===== config.mk =====
export PLATFORM = sky130hd
export DESIGN_NAME = crf_regfile
export DESIGN_NICKNAME = d
export VERILOG_FILES = /design/src/shared/crf_pkg.sv /design/src/rtl/crf_regfile.sv
export SDC_FILE = /design/constraint.sdc
export NUM_CORES = 1
export LEC_CHECK = 0
export BUFFER_PORTS_ARGS = -buffer_cell sky130_fd_sc_hd__buf_2
export CORE_UTILIZATION = 50
export DETAILED_ROUTE_END_ITERATION = 8
export GPL_TIMING_DRIVEN = 0
export PLACE_DENSITY = 0.85
export SLEW_MARGIN = 20
export SYNTH_ARGS = -nofsm -noshare
export SYNTH_HDL_FRONTEND = slang
export SYNTH_SLANG_ARGS = --single-unit

===== constraint.sdc =====
create_clock -name aclk -period 2.3 [get_ports aclk]
set_input_delay 0.115 -clock aclk [delete_from_list [all_inputs] [get_ports aclk]]
set_output_delay 0.115 -clock aclk [all_outputs]
set_load 0.01 [all_outputs]

===== src/shared/crf_pkg.sv =====
`default_nettype none
package crf_pkg;
    // Register byte addresses on the AXI4-Lite slave.
    localparam logic [5:0] ADDR_DATA0 = 6'h00;
    localparam logic [5:0] ADDR_DATA1 = 6'h04;
    localparam logic [5:0] ADDR_DATA2 = 6'h08;
    localparam logic [5:0] ADDR_DATA3 = 6'h0c;
    localparam logic [5:0] ADDR_APTR0 = 6'h10;
    localparam logic [5:0] ADDR_APTR1 = 6'h14;
    localparam logic [5:0] ADDR_FRAME = 6'h18;
    localparam logic [5:0] ADDR_STATIC = 6'h1c;
    localparam logic [5:0] ADDR_VTBASE = 6'h20;
    localparam logic [5:0] ADDR_FETCH = 6'h24;
    localparam logic [5:0] ADDR_USP = 6'h28;
    localparam logic [5:0] ADDR_ISP = 6'h2c;
    localparam logic [5:0] ADDR_FLAGS = 6'h30;
    localparam logic [5:0] ADDR_STATUS = 6'h34;
    // Flag bit positions inside cpu_flags.
    localparam int FLG_C = 0;
    localparam int FLG_D = 1;
    localparam int FLG_Z = 2;
    localparam int FLG_S = 3;
    localparam int FLG_B = 4;
    localparam int FLG_O = 5;
    localparam int FLG_I = 6;
    localparam int FLG_U = 7;
    localparam int FLG_IPL_LO = 8;
    localparam int FLG_IPL_HI = 10;
    // Values after reset.
    localparam logic [15:0] RST_WORD = 16'h0000;
    localparam logic [19:0] RST_ADDR20 = 20'h00000;
    localparam logic [10:0] RST_FLAGS = 11'h000;
    // Highest trap number that also switches to the interrupt stack.
    localparam logic [5:0] TRAP_ISTACK_MAX = 6'h1f;
    // Write selectors of the core update port.
    typedef enum logic [3:0] {
        CRF_W_NONE, CRF_W_D0, CRF_W_D1, CRF_W_D2, CRF_W_D3, CRF_W_D0_HI,
        CRF_W_D0_LO, CRF_W_D1_HI, CRF_W_D1_LO, CRF_W_PAIR_LOW,
        CRF_W_PAIR_HIGH, CRF_W_APTR0, CRF_W_APTR1, CRF_W_APTR_PAIR,
        CRF_W_SP
    } crf_wsel_e;
endpackage : crf_pkg
`default_nettype wire


===== src/rtl/crf_regfile.sv =====
`default_nettype none
// Overview of operation
// - Four 16-bit data words, two byte-split
// - Data words pair into two 32-bit operands
// - Two address pointers, pairable to 32 bits
// - Sixteen-bit frame base register
// - Sixteen-bit static base register
// - Twenty-bit vector table base register
// - Twenty-bit next fetch address register
// - User and interrupt stack pointers, flag-selected
// - Eleven-bit flag register of processor state
// - Carry flag latches ALU carry out
// - Zero flag reflects zero result
// - Sign flag reflects negative result
// - Bank flag selects register bank
// - Overflow flag reflects overflow
// - Interrupt flag gates maskable interrupts
// - Acknowledge clears interrupt enable flag
// - Stack flag zero means interrupt stack
// - Hardware ack or low trap clears stack flag
// - Accept interrupt above three-bit priority floor
module crf_regfile (
    input wire logic aclk,
    input wire logic aresetn,
    input wire logic [5:0] s_axi_awaddr,
    input wire logic s_axi_awvalid,
    output logic s_axi_awready,
    input wire logic [31:0] s_axi_wdata,
    input wire logic [3:0] s_axi_wstrb,
    input wire logic s_axi_wvalid,
    output logic s_axi_wready,
    output logic [1:0] s_axi_bresp,
    output logic s_axi_bvalid,
    input wire logic s_axi_bready,
    input wire logic [5:0] s_axi_araddr,
    input wire logic s_axi_arvalid,
    output logic s_axi_arready,
    output logic [31:0] s_axi_rdata,
    output logic [1:0] s_axi_rresp,
    output logic s_axi_rvalid,
    input wire logic s_axi_rready,
    input wire logic [3:0] core_wsel,
    input wire logic [31:0] core_wdata,
    input wire logic core_fetch_we,
    input wire logic [19:0] core_fetch_next,
    input wire logic flag_c_we,
    input wire logic alu_carry,
    input wire logic flag_zs_we,
    input wire logic [15:0] alu_result,
    input wire logic alu_byte,
    input wire logic flag_o_we,
    input wire logic alu_overflow,
    input wire logic irq_req,
    input wire logic irq_maskable,
    input wire logic [2:0] irq_level,
    input wire logic trap_exec,
    input wire logic [5:0] trap_num,
    output logic irq_accept,
    output logic [31:0] wide_pair_low,
    output logic [31:0] wide_pair_high,
    output logic [31:0] address_pointer_pair,
    output logic [15:0] active_stack_pointer,
    output logic bank_select,
    output logic [10:0] cpu_flags
);
    logic [15:0] data_word_reg [4];
    logic [15:0] aptr_reg [2];
    logic [15:0] frame_base_reg;
    logic [15:0] static_base_reg;
    logic [19:0] vector_table_base_reg;
    logic [19:0] next_fetch_pointer_reg;
    logic [15:0] user_stack_pointer_reg;
    logic [15:0] irq_stack_pointer_reg;
    logic [10:0] flags_reg;
    logic [10:0] flags_next;
    logic [5:0] awaddr_reg;
    logic [31:0] wdata_reg;
    logic [3:0] wstrb_reg;
    logic aw_held_reg;
    logic w_held_reg;
    logic bus_we;
    logic [5:0] ar_sel;
    logic [31:0] rd_word;
    logic ack;
    logic [15:0] res_msk;

    function automatic logic [31:0] merge(input logic [31:0] old,
        input logic [31:0] nw, input logic [3:0] strb);
        logic [31:0] r;
        r = old;
        for (int i = 0; i < 4; i++) begin
            if (strb[i]) begin
                r[8*i +: 8] = nw[8*i +: 8];
            end
        end
        return r;
    endfunction : merge

    // AXI4-Lite write path: address and data taken in either order.
    assign s_axi_awready = !aw_held_reg && !s_axi_bvalid;
    assign s_axi_wready = !w_held_reg && !s_axi_bvalid;
    assign bus_we = aw_held_reg && w_held_reg;
    assign s_axi_bresp = 2'h0;
    assign s_axi_arready = !s_axi_rvalid;
    assign s_axi_rresp = 2'h0;
    assign ar_sel = s_axi_araddr;

    always_ff @(posedge aclk) begin
        if (!aresetn) begin
            aw_held_reg <= 1'b0;
            w_held_reg <= 1'b0;
            s_axi_bvalid <= 1'b0;
            awaddr_reg <= 6'h00;
            wdata_reg <= 32'h00000000;
            wstrb_reg <= 4'h0;
        end else begin
            if (s_axi_awvalid && s_axi_awready) begin
                aw_held_reg <= 1'b1;
                awaddr_reg <= s_axi_awaddr;
            end
            if (s_axi_wvalid && s_axi_wready) begin
                w_held_reg <= 1'b1;
                wdata_reg <= s_axi_wdata;
                wstrb_reg <= s_axi_wstrb;
            end
            if (bus_we) begin
                aw_held_reg <= 1'b0;
                w_held_reg <= 1'b0;
                s_axi_bvalid <= 1'b1;
            end else if (s_axi_bvalid && s_axi_bready) begin
                s_axi_bvalid <= 1'b0;
            end
        end
    end

    // Unmapped reads return zero with an OKAY response.
    always_comb begin
        rd_word = 32'h00000000;
        unique case (ar_sel)
            crf_pkg::ADDR_DATA0: rd_word[15:0] = data_word_reg[0];
            crf_pkg::ADDR_DATA1: rd_word[15:0] = data_word_reg[1];
            crf_pkg::ADDR_DATA2: rd_word[15:0] = data_word_reg[2];
            crf_pkg::ADDR_DATA3: rd_word[15:0] = data_word_reg[3];
            crf_pkg::ADDR_APTR0: rd_word[15:0] = aptr_reg[0];
            crf_pkg::ADDR_APTR1: rd_word[15:0] = aptr_reg[1];
            crf_pkg::ADDR_FRAME: rd_word[15:0] = frame_base_reg;
            crf_pkg::ADDR_STATIC: rd_word[15:0] = static_base_reg;
            crf_pkg::ADDR_VTBASE: rd_word[19:0] = vector_table_base_reg;
            crf_pkg::ADDR_FETCH: rd_word[19:0] = next_fetch_pointer_reg;
            crf_pkg::ADDR_USP: rd_word[15:0] = user_stack_pointer_reg;
            crf_pkg::ADDR_ISP: rd_word[15:0] = irq_stack_pointer_reg;
            crf_pkg::ADDR_FLAGS: rd_word[10:0] = flags_reg;
            crf_pkg::ADDR_STATUS: rd_word[15:0] = active_stack_pointer;
            default: rd_word = 32'h00000000;
        endcase
    end

    always_ff @(posedge aclk) begin
        if (!aresetn) begin
            s_axi_rvalid <= 1'b0;
            s_axi_rdata <= 32'h00000000;
        end else if (s_axi_arvalid && s_axi_arready) begin
            s_axi_rvalid <= 1'b1;
            s_axi_rdata <= rd_word;
        end else if (s_axi_rready) begin
            s_axi_rvalid <= 1'b0;
        end
    end

    always_ff @(posedge aclk) begin
        if (!aresetn) begin
            for (int i = 0; i < 4; i++) begin
                data_word_reg[i] <= crf_pkg::RST_WORD;
            end
            aptr_reg[0] <= crf_pkg::RST_WORD;
            aptr_reg[1] <= crf_pkg::RST_WORD;
        end else if (bus_we && awaddr_reg[5:4] == 2'h0) begin
            data_word_reg[awaddr_reg[3:2]] <= 16'(merge(
                {16'h0000, data_word_reg[awaddr_reg[3:2]]},
                wdata_reg, wstrb_reg));
        end else if (bus_we && awaddr_reg == crf_pkg::ADDR_APTR0) begin
            aptr_reg[0] <= 16'(merge({16'h0000, aptr_reg[0]}, wdata_reg,
                wstrb_reg));
        end else if (bus_we && awaddr_reg == crf_pkg::ADDR_APTR1) begin
            aptr_reg[1] <= 16'(merge({16'h0000, aptr_reg[1]}, wdata_reg,
                wstrb_reg));
        end else begin
            unique case (crf_pkg::crf_wsel_e'(core_wsel))
                crf_pkg::CRF_W_D0: data_word_reg[0] <= core_wdata[15:0];
                crf_pkg::CRF_W_D1: data_word_reg[1] <= core_wdata[15:0];
                crf_pkg::CRF_W_D2: data_word_reg[2] <= core_wdata[15:0];
                crf_pkg::CRF_W_D3: data_word_reg[3] <= core_wdata[15:0];
                crf_pkg::CRF_W_D0_HI: data_word_reg[0][15:8] <=
                    core_wdata[7:0];
                crf_pkg::CRF_W_D0_LO: data_word_reg[0][7:0] <=
                    core_wdata[7:0];
                crf_pkg::CRF_W_D1_HI: data_word_reg[1][15:8] <=
                    core_wdata[7:0];
                crf_pkg::CRF_W_D1_LO: data_word_reg[1][7:0] <=
                    core_wdata[7:0];
                crf_pkg::CRF_W_PAIR_LOW: begin
                    data_word_reg[2] <= core_wdata[31:16];
                    data_word_reg[0] <= core_wdata[15:0];
                end
                crf_pkg::CRF_W_PAIR_HIGH: begin
                    data_word_reg[3] <= core_wdata[31:16];
                    data_word_reg[1] <= core_wdata[15:0];
                end
                crf_pkg::CRF_W_APTR0: aptr_reg[0] <= core_wdata[15:0];
                crf_pkg::CRF_W_APTR1: aptr_reg[1] <= core_wdata[15:0];
                crf_pkg::CRF_W_APTR_PAIR: begin
                    aptr_reg[1] <= core_wdata[31:16];
                    aptr_reg[0] <= core_wdata[15:0];
                end
                default: begin
                end
            endcase
        end
    end

    assign wide_pair_low = {data_word_reg[2], data_word_reg[0]};
    assign wide_pair_high = {data_word_reg[3], data_word_reg[1]};
    assign address_pointer_pair = {aptr_reg[1], aptr_reg[0]};

    always_ff @(posedge aclk) begin
        if (!aresetn) begin
            frame_base_reg <= crf_pkg::RST_WORD;
            static_base_reg <= crf_pkg::RST_WORD;
            vector_table_base_reg <= crf_pkg::RST_ADDR20;
        end else if (bus_we) begin
            if (awaddr_reg == crf_pkg::ADDR_STATIC) begin
                static_base_reg <= 16'(merge({16'h0000, static_base_reg},
                    wdata_reg, wstrb_reg));
            end
            if (awaddr_reg == crf_pkg::ADDR_FRAME) begin
                frame_base_reg <= 16'(merge({16'h0000, frame_base_reg},
                    wdata_reg, wstrb_reg));
            end
            if (awaddr_reg == crf_pkg::ADDR_VTBASE) begin
                vector_table_base_reg <= 20'(merge(
                    {12'h000, vector_table_base_reg}, wdata_reg,
                    wstrb_reg));
            end
        end
    end

    always_ff @(posedge aclk) begin
        if (!aresetn) begin
            next_fetch_pointer_reg <= crf_pkg::RST_ADDR20;
        end else if (bus_we && awaddr_reg == crf_pkg::ADDR_FETCH) begin
            next_fetch_pointer_reg <= 20'(merge(
                {12'h000, next_fetch_pointer_reg}, wdata_reg, wstrb_reg));
        end else if (core_fetch_we) begin
            next_fetch_pointer_reg <= core_fetch_next;
        end
    end

    always_ff @(posedge aclk) begin
        if (!aresetn) begin
            user_stack_pointer_reg <= crf_pkg::RST_WORD;
            irq_stack_pointer_reg <= crf_pkg::RST_WORD;
        end else if (bus_we && awaddr_reg == crf_pkg::ADDR_USP) begin
            user_stack_pointer_reg <= 16'(merge(
                {16'h0000, user_stack_pointer_reg}, wdata_reg, wstrb_reg));
        end else if (bus_we && awaddr_reg == crf_pkg::ADDR_ISP) begin
            irq_stack_pointer_reg <= 16'(merge(
                {16'h0000, irq_stack_pointer_reg}, wdata_reg, wstrb_reg));
        end else if (core_wsel == 4'(crf_pkg::CRF_W_SP)) begin
            if (flags_reg[crf_pkg::FLG_U]) begin
                user_stack_pointer_reg <= core_wdata[15:0];
            end else begin
                irq_stack_pointer_reg <= core_wdata[15:0];
            end
        end
    end

    assign active_stack_pointer = flags_reg[crf_pkg::FLG_U] ?
        user_stack_pointer_reg : irq_stack_pointer_reg;
    assign bank_select = flags_reg[crf_pkg::FLG_B];
    assign cpu_flags = flags_reg;

    assign irq_accept = irq_req && (!irq_maskable ||
        flags_reg[crf_pkg::FLG_I]) &&
        (irq_level > flags_reg[crf_pkg::FLG_IPL_HI:crf_pkg::FLG_IPL_LO]);
    assign ack = irq_accept;
    assign res_msk = alu_byte ? 16'h00ff : 16'hffff;

    always_comb begin
        flags_next = flags_reg;
        if (bus_we && awaddr_reg == crf_pkg::ADDR_FLAGS) begin
            flags_next = 11'(merge({21'h000000, flags_reg}, wdata_reg,
                wstrb_reg));
        end
        if (flag_c_we) begin
            flags_next[crf_pkg::FLG_C] = alu_carry;
        end
        if (flag_zs_we) begin
            flags_next[crf_pkg::FLG_Z] = (alu_result & res_msk) == 16'h0000;
            flags_next[crf_pkg::FLG_S] = alu_byte ? alu_result[7] :
                alu_result[15];
        end
        if (flag_o_we) begin
            flags_next[crf_pkg::FLG_O] = alu_overflow;
        end
        if (ack) begin
            flags_next[crf_pkg::FLG_I] = 1'b0;
        end
        if (ack || (trap_exec && trap_num <= crf_pkg::TRAP_ISTACK_MAX)) begin
            flags_next[crf_pkg::FLG_U] = 1'b0;
        end
    end

    always_ff @(posedge aclk) begin
        if (!aresetn) begin
            flags_reg <= crf_pkg::RST_FLAGS;
        end else begin
            flags_reg <= flags_next;
        end
    end

    a_ack_clears_i: assert property (
        @(posedge aclk) disable iff (!aresetn)
        irq_accept |=> !cpu_flags[crf_pkg::FLG_I])
        else $error("Interrupt enable not cleared on acknowledge.");
    a_ack_clears_u: assert property (
        @(posedge aclk) disable iff (!aresetn)
        irq_accept |=> !cpu_flags[crf_pkg::FLG_U])
        else $error("Stack select not cleared on acknowledge.");
    a_trap_clears_u: assert property (
        @(posedge aclk) disable iff (!aresetn)
        (trap_exec && trap_num < 6'h20) |=> !cpu_flags[crf_pkg::FLG_U])
        else $error("Stack select not cleared by low trap.");
    a_mask_blocks: assert property (
        @(posedge aclk) disable iff (!aresetn)
        (irq_maskable && !cpu_flags[crf_pkg::FLG_I]) |-> !irq_accept)
        else $error("Masked interrupt accepted.");
    a_floor_blocks: assert property (
        @(posedge aclk) disable iff (!aresetn)
        (irq_level <= cpu_flags[10:8]) |-> !irq_accept)
        else $error("Interrupt at or below floor accepted.");
    a_zero_flag: assert property (
        @(posedge aclk) disable iff (!aresetn)
        (flag_zs_we && !alu_byte && !bus_we) |=>
        cpu_flags[crf_pkg::FLG_Z] == ($past(alu_result) == 16'h0000))
        else $error("Zero flag wrong.");
    a_sign_flag: assert property (
        @(posedge aclk) disable iff (!aresetn)
        (flag_zs_we && !alu_byte && !bus_we) |=>
        cpu_flags[crf_pkg::FLG_S] == $past(alu_result[15]))
        else $error("Sign flag wrong.");
    a_carry_hold: assert property (
        @(posedge aclk) disable iff (!aresetn)
        (!flag_c_we && !bus_we) |=> $stable(cpu_flags[crf_pkg::FLG_C]))
        else $error("Carry changed without update.");
    a_stack_sel: assert property (
        @(posedge aclk) disable iff (!aresetn)
        (core_wsel == 4'(crf_pkg::CRF_W_SP) && !bus_we && !irq_accept &&
        !trap_exec) |=> active_stack_pointer == $past(core_wdata[15:0]))
        else $error("Stack write missed the selected pointer.");
endmodule : crf_regfile
`default_nettype wire


# Word level (Yosys, flattened, before mapping)
# Memory sizes are Yosys's and may differ from the RTL's.
# Index checks and enable logic that the tools add are counted.
[word_totals]
ff_bits = 168
mem_bits_rw = 96
input_bits = 146
out_inout_bits = 166
elab_cells = 332
n_memories = 2
[op_classes]
magnitude_cmp = 2
n_eq_ne = 47
mux = 165
bitwise_logic = 23
n_reduce_logical = 64
[memory_table]
columns = ["name", "depth", "word_bits", "read_ports", "rd_clocked_by_memory_dff", "wr", "line", "text"]
rows = [
  ["data_word_reg", 4, 16, 4, 0, 4, "crf_regfile.sv:66", "logic [15:0] data_word_reg [4];"],
  ["aptr_reg", 2, 16, 2, 0, 2, "crf_regfile.sv:67", "logic [15:0] aptr_reg [2];"],
]
[op_table]
columns = ["operator", "n"]
rows = [
  ["16-bit two-way mux", 22],
  ["8-bit two-way mux", 34],
  ["11-bit case mux with 14 select lines", 1],
  ["1-bit two-way mux", 98],
  ["6-bit == test (second input constant)", 11],
  ["5-bit case mux with 13 select lines", 1],
  ["6-bit by 5-bit == test with 1-bit output (second input constant)", 8],
  ["20-bit two-way mux", 2],
  ["4-bit == test (second input constant)", 7],
  ["2-bit nonzero test", 12],
  ["3-bit AND reduction", 7],
  ["1-bit bitwise OR", 20],
  ["2-bit AND reduction", 10],
  ["1-bit logical AND", 17],
  ["16-bit AND", 1],
  ["4-bit by 3-bit == test with 1-bit output (second input constant)", 4],
  ["16-bit zero test", 1],
  ["2-bit != test (second input constant)", 8],
  ["4-bit AND reduction", 4],
  ["16-bit OR reduction", 1],
  ["6-bit by 4-bit == test with 1-bit output (second input constant)", 2],
  ["6-bit two-way mux", 2],
  ["4-bit by 2-bit == test with 1-bit output (second input constant)", 2],
  ["4-bit case mux with 2 select lines", 1],
  ["other kinds (14)", 25],
]

# Logic depth before layout (Yosys ltp)
# Gate-level depths: netlist (run 1).
[depth]
depth_word = 11
mapped_depth = 8
depth_no_buf = 7

# Worst setup path before layout (run 1)
# No wires, ideal clock.
[synth_path]
path_type = "reg2reg"
from = "register awaddr_reg[4]"
to = "memory aptr_reg[0][0] (enable)"
setup_time_ps = 375
arrival_ps = 2058
required_ps = 1925
path_slack_ps = -133
stages_incl_launch_ff = 9
path_buffers = 3
path_cell_list = "dfxtp_1 -> buf_2 -> or4b_1 -> buf_2 -> o221ai_4 -> nor3_2 -> buf_2 -> nor2_1 -> a21oi_1"
[synth_rtl]
columns = ["element", "line", "text"]
rows = [
  ["start, declared", "crf_regfile.sv:76", "logic [5:0] awaddr_reg;"],
  ["start signal, assigned", "crf_regfile.sv:119", "awaddr_reg <= s_axi_awaddr;"],
  ["end, declared", "crf_regfile.sv:67", ""],
]

==> results.txt, run 1 <==
DP HPWL: 46400 um
Max Freq: 0.395 GHz
Die area: 28100 um2
Deepest clock path buffer count: 3
Final routed DRC violation total: 41
FF-to-FF path depth: 5
Post-synthesis instance area: 13700 um2
Leading cell type in the layout, fill and taps excluded: sky130_fd_sc_hd__buf_2
Skew final: 0.0206 ns
Data required, critical path: 2.53 ns
Overall routed net length: 65900 um
PnR worst setup slack: -0.234 ns
Wire length of the first global-routing pass: 91900 um
Launching element type of the critical path: register
Final antenna diode count: 0
Clock Sink Count: 264
Clock group share of total power: 0.413
Post-placement setup slack: -1.03 ns
Number of buffers created by CTS: 29
Unrepaired setup endpoints after global routing: yes
Reg2Reg Capture Point: data_word_reg[0][1]
Initial standard-cell utilization of the core: 0.510
Largest register FFs: 64
Pwr/cell area: 650 nW/um2
Global-route congestion overflow total: 0
Clock tree root driver cell: sky130_fd_sc_hd__clkbuf_16
Routability congestion estimate: 1.04
Relative slew slack: 0.177
Fraction of power spent switching nets: 0.283
Yosys synthesis warning count: 0
Maximum VDD drop: 519 uV
Top library cells by usage in the layout, fill and taps aside: sky130_fd_sc_hd__buf_2, sky130_fd_sc_hd__dfxtp_1, sky130_fd_sc_hd__nor2_1
Count of flip-flops with a built-in enable after synthesis: 96
Setup slack on the worst flop-to-flop path: -0.23 ns
Count of distinct cell types in the synthesized netlist: 74
Clock tree from TritonCTS: done
Worst setup startpoint: w_held_reg
Part of the total power dissipated in sequential elements: 0.441
Crit path buffers/inverters: 1
CP max-delay cell: sky130_fd_sc_hd__nor3_2
Placed Instances: 2040
Non-filler cells in the finished layout: 2218
Pre-Repair DR Iteration Count: 9
Fin crit share: 1.10
Summed area of non-filler cells in the final layout: 18400 um2
Die height: 168 um
Status: finished with violations
Utilization of the core after routing: 0.684
Largest net degree at the start of global routing: 15
Cell Chain, Critical Path: clkbuf_2 > and4bb_2 > nand3_1 > nor3_2 > a211o_2
Buffers on Ports: 258
Largest fanout on the critical path: 10
Post-layout net count: 2003
Average via count per standard cell: 6.87
Tmin final: 2.53 ns
Share of the yosys chip area belonging to registers: 0.455
Post-Place Cell Area: 15600 um2
Critical Path Max Stage Delay: 0.58 ns
Total number of vias: 15.2k
Average footprint of a synthesized cell: 9.68 um2
Path class of the lowest-slack min-delay path: in2reg
Die W: 168 um
Hold slack final: 0.0300 ns
Number of global-route vias before repair: 13.7k
CTS H-tree lvls: 1
Setup Viol. Count Final: 67
Failing checks: design-rule violations, negative setup slack
Number of DRC markers in iteration 0: 3027
Critical path type: reg2reg
Mean routed wirelength per cell: 29.7 um
Max_cap viols: 0
Overall routing resource usage: 0.448
Layout cells sized above 1: 0.286
Number of standard cells after synthesis: 1420
Relative contribution of combinational cells to total power: 0.146
#FFs+latches synth: 264
Number of primary I/O pins: 312
Switching power of the nets: 0.00339 W
Least-Margin Pin Slew: 1.23 ns
End point of the critical path: data_word_reg[0][1]
Critical path depth: 5
Final hold violation count: 0
LEAKAGE: 7.84 nW
Latest clock arrival within the worst-skew pair: 0.58 ns
Critical Path End Type: register
Row cnt: 60
Number of antenna violations at the first check in global routing: 1
R2r startpoint: w_held_reg
Clock-pin slew on the worst setup and hold paths: 0.06 ns
Ys flop type: sky130_fd_sc_hd__dfxtp_1
Category of cells accounting for the largest share of critical-path delay: simple AND/OR/NAND/NOR gates
P_int: 0.00860 W
Final slew viol count: 0
Routed Antenna Nets: 0
FILL cells: 2063
Share of flip-flops with an asynchronous set or reset after synthesis: 0
Area overhead of the layout relative to synthesis: 34.1%
Core area: 27000 um2
Data arrival at the endpoint of the critical path: 2.76 ns
worst min-delay path, stage by stage:
cell and delay (ns):
sky130_fd_sc_hd__buf_2 0.08, sky130_fd_sc_hd__nand2_1 0.17, sky130_fd_sc_hd__nand2_1 0.12, sky130_fd_sc_hd__a21oi_1 0.06
synth_stat cells, types with 18 or more instances:
cell,instances,area [um2]
sky130_fd_sc_hd__a22oi_1,73,548
sky130_fd_sc_hd__and3_1,31,194
sky130_fd_sc_hd__a22o_1,46,403
sky130_fd_sc_hd__nor3_1,18,90.1
sky130_fd_sc_hd__inv_1,42,158
sky130_fd_sc_hd__a21oi_1,49,245
sky130_fd_sc_hd__buf_2,20,100
sky130_fd_sc_hd__edfxtp_1,96,2880
sky130_fd_sc_hd__nand3b_1,18,135
sky130_fd_sc_hd__a222oi_1,28,280
sky130_fd_sc_hd__a211oi_1,39,293
sky130_fd_sc_hd__mux2_2,36,405
sky130_fd_sc_hd__buf_4,20,150
sky130_fd_sc_hd__nor2_1,155,582
sky130_fd_sc_hd__clkbuf_1,96,360
sky130_fd_sc_hd__dfxtp_1,168,3360
sky130_fd_sc_hd__nand2_1,140,526
sky130_fd_sc_hd__mux2i_1,142,1420
kinds of logic (layout without fill, tap and decap cells):
group	Yosys count	after routing	share of synthesized area
AOI/OAI and AO/OA	308	309	0.173
and+or+nand+nor	478	478	0.173
buffers and inverters	182	623	0.0570
adders and majority gates	3	3	0.00273
DFF	264	264	0.455
muxes	183	183	0.139
xor gates and xnor gates	1	1	0.000638
other	1	16	0.000273
layout make-up:
class,count,area (um2),area share
timing repair buffer,389,2650,0.144
multi-input combinational,990,7220,0.392
sequential,264,6250,0.339
tap,341,427,0.0231
inverter,42,158,0.00855
buffer,138,723,0.0392
clock inverter,15,164,0.00889
clock buffer,39,836,0.0453
power groups by stage:
stage | Sequential, W | Clock [W] | Combinational [W]
floorplan | 0.00533 | 0 | 0.000707
global placement | 0.00536 | 0 | 0.00138
detailed placement | 0.00536 | 0 | 0.00142
CTS | 0.00526 | 0.00489 | 0.00161
global route | 0.00528 | 0.00510 | 0.00180
finish | 0.00529 | 0.00495 | 0.00175
how the worst min path moves through the flow:
| stage | start | slack [ns] | cells after the start | end |
|---|---|---|---|---|
| 2_1_floorplan | s_axi_rready | 0.22 | 1 | s_axi_rvalid |
| 3_3_place_gp | s_axi_rready | 0.30 | 2 | s_axi_rvalid |
| 3_5_place_dp | s_axi_rready | 0.31 | 2 | s_axi_rvalid |
| 4_1_cts | s_axi_wvalid | 0.03 | 4 | wdata_reg[0] |
| 5_1_grt | s_axi_wvalid | 0.06 | 4 | wdata_reg[19] |
| 6_report | s_axi_wvalid | 0.03 | 4 | wdata_reg[19] |
stage by stage:
| stage | setup TNS [ns] | total power, W |
|---|---|---|
| after floorplan | -2.14 | 0.00603 |
| after global placement | -148.78 | 0.00674 |
| after detailed placement | -104.95 | 0.00678 |
| after CTS | -0.846 | 0.0118 |
| after global routing | -7.48 | 0.0122 |
| final | -6.02 | 0.0120 |
metal layers:
metal  global-route usage  routed length [um]
met5                    0                  15
met4                0.258                5010
met1                0.558               22600
met3                0.168               11100
met2                0.664               27300
what timing repair did:
item                                    4_1_cts  5_1_grt
endpoints found under the hold margin       104        0
endpoints found under the setup margin      275      253
gates cloned                                  1        1
hold buffers                                 82        0
pin swaps                                    13       18
resized for setup                            79       68
setup buffers                                15       27
Note: power is estimated with default switching activity, not from simulation.
==> run 2, diff against run 1 <==
- CORE_MARGIN: unset -> 5
==> run 2 against run 1 <==
  * Largest cell class unchanged
  * Global-route usage is 2.6 points lower
  * The run still ends with design-rule violations, negative setup slack left
  * Wire length grew 5.3%
  * Clock skew down 0.0083 ns
  * Via count decreased by 0.78%
  * Sequential share of layout area down 0.55 points
==> results.txt, run 2 (synthesized netlist as in run 1, its figures left out) <==
Status: finished with violations
Failing checks: design-rule violations, negative setup slack
Cell repeated most along the worst path: sky130_fd_sc_hd__clkbuf_1
Number of buffers created by CTS: 30
Layout cells sized above 1: 0.297
Post-placement setup slack: -1.16 ns
Setup Viol. Count Final: 98
PnR worst setup slack: -0.168 ns
Row cnt: 60
Largest fanout on the critical path: 10
FILL cells: 2030
Initial standard-cell utilization of the core: 0.508
Number of DRC markers in iteration 0: 2970
Total number of vias: 15.1k
Overall routed net length: 69500 um
Latest clock arrival within the worst-skew pair: 0.58 ns
Critical Path End Type: register
Setup slack on the worst flop-to-flop path: -0.10 ns
Routability congestion estimate: 1.04
Max_cap viols: 0
Least-Margin Pin Slew: 1.21 ns
Launching element type of the critical path: primary input
Number of primary I/O pins: 312
Pwr/cell area: 659 nW/um2
Relative slew slack: 0.188
Data arrival at the endpoint of the critical path: 2.98 ns
Die W: 176 um
Clock Sink Count: 264
Skew final: 0.0122 ns
Number of antenna violations at the first check in global routing: 1
Core area: 27000 um2
Pre-Repair DR Iteration Count: 9
Reg2Reg Capture Point: data_word_reg[2][13]
Setup TNS: -4.27 ns
Fin crit share: 1.07
Post-Place Cell Area: 15600 um2
Total chip power: 0.0123 W
Combined flip-flop and latch cell area: 6250 um2
Clock tree from TritonCTS: done
Global-route congestion overflow total: 0
Top library cells by usage in the layout, fill and taps aside: sky130_fd_sc_hd__buf_2, sky130_fd_sc_hd__dfxtp_1, sky130_fd_sc_hd__nor2_1
FF-to-FF path depth: 5
Worst setup startpoint: s_axi_araddr[2]
Final slew viol count: 0
Critical path type: in2reg
Clock-pin slew on the worst setup and hold paths: 0.06 ns
Die area: 30900 um2
Deepest clock path buffer count: 3
R2r startpoint: w_held_reg
CP max-delay cell: sky130_fd_sc_hd__nor4bb_2
Unrepaired setup endpoints after global routing: yes
Buffers on Ports: 258
Average via count per standard cell: 6.78
Cell Chain, Critical Path: buf_2 > clkbuf_1 > nor4bb_2 > clkbuf_1 > and3_1 > a221oi_1 > nand4_1 > a22o_1
LEAKAGE: 7.95 nW
Final hold violation count: 0
Die height: 176 um
Tmin final: 2.47 ns
Mean routed wirelength per cell: 31.1 um
Maximum VDD drop: 573 uV
Max Freq: 0.405 GHz
Number of global-route vias before repair: 14.5k
Critical Path Max Stage Delay: 0.81 ns
Final routed DRC violation total: 25
Hold slack final: 0.0181 ns
Summed area of non-filler cells in the final layout: 18700 um2
DP HPWL: 48200 um
End point of the critical path: s_axi_rdata[0]
Area of combinational cells with multiple inputs: 7300 um2
Clock tree root driver cell: sky130_fd_sc_hd__clkbuf_16
Overall routing resource usage: 0.422
Post-layout net count: 2015
Largest register FFs: 64
Area overhead of the layout relative to synthesis: 36.3%
Data required, critical path: 2.82 ns
Final antenna diode count: 0
Largest net degree at the start of global routing: 15
Leading cell type in the layout, fill and taps excluded: sky130_fd_sc_hd__buf_2
Wire length of the first global-routing pass: 96600 um
Routed Antenna Nets: 0
Path class of the lowest-slack min-delay path: in2reg
CTS H-tree lvls: 1
[run 2: layout make-up]
class | instances | area share
Buffer | 138 | 0.0399
Clock buffer | 45 | 0.0517
Clock inverter | 10 | 0.00615
Inverter | 42 | 0.00842
Multi-Input combinational cell | 989 | 0.390
Sequential cell | 264 | 0.334
Tap cell | 341 | 0.0228
Timing Repair Buffer | 401 | 0.148
[run 2: per-layer routing]
layer | global-route usage | share of wire | vias to the layer above
met1 | 0.534 | 0.34 | 7005
met2 | 0.626 | 0.42 | 1522
li1 | - | - | 6160
met4 | 0.232 | 0.080 | 2
met5 | 0.0192 | 0.0012 | -
met3 | 0.152 | 0.16 | 423
[run 2: worst min path at each step]
stage                             from            end  slack (ns)  depth (start not counted)
after CTS                 s_axi_wvalid  wdata_reg[19]        0.03                          4
after floorplan           s_axi_rready   s_axi_rvalid        0.22                          1
final                     s_axi_wvalid  wdata_reg[19]        0.02                          4
after global placement    s_axi_rready   s_axi_rvalid        0.30                          2
after detailed placement  s_axi_rready   s_axi_rvalid        0.31                          2
after global routing      s_axi_wvalid   wstrb_reg[1]        0.07                          4
[run 2: per-stage QoR]
step	instances	util
global route	2230	0.693
floorplan	1435	-
finish	2230	0.693
global placement	2034	0.574
detailed placement	2041	0.579
CTS	2211	0.674
[run 2: report_power, final]
part	internal [W]	switching, W
clock	0.00313	0.00209
sequential	0.00507	0.000219
combinational	0.000684	0.00115
[run 2: worst max-delay path: cells and delay by family]
family          cells  cell delay, ns
compound gates      2            0.23
buf+inv             3            1.21
simple gates        3            1.43
[run 2: timing repair]
item	CTS	global route
resized for setup	100	88
pin swaps	14	35
hold buffers	82	0
setup endpoints to repair	279	274
buffers inserted	31	26
hold endpoints to repair	103	0
gates cloned	2	2
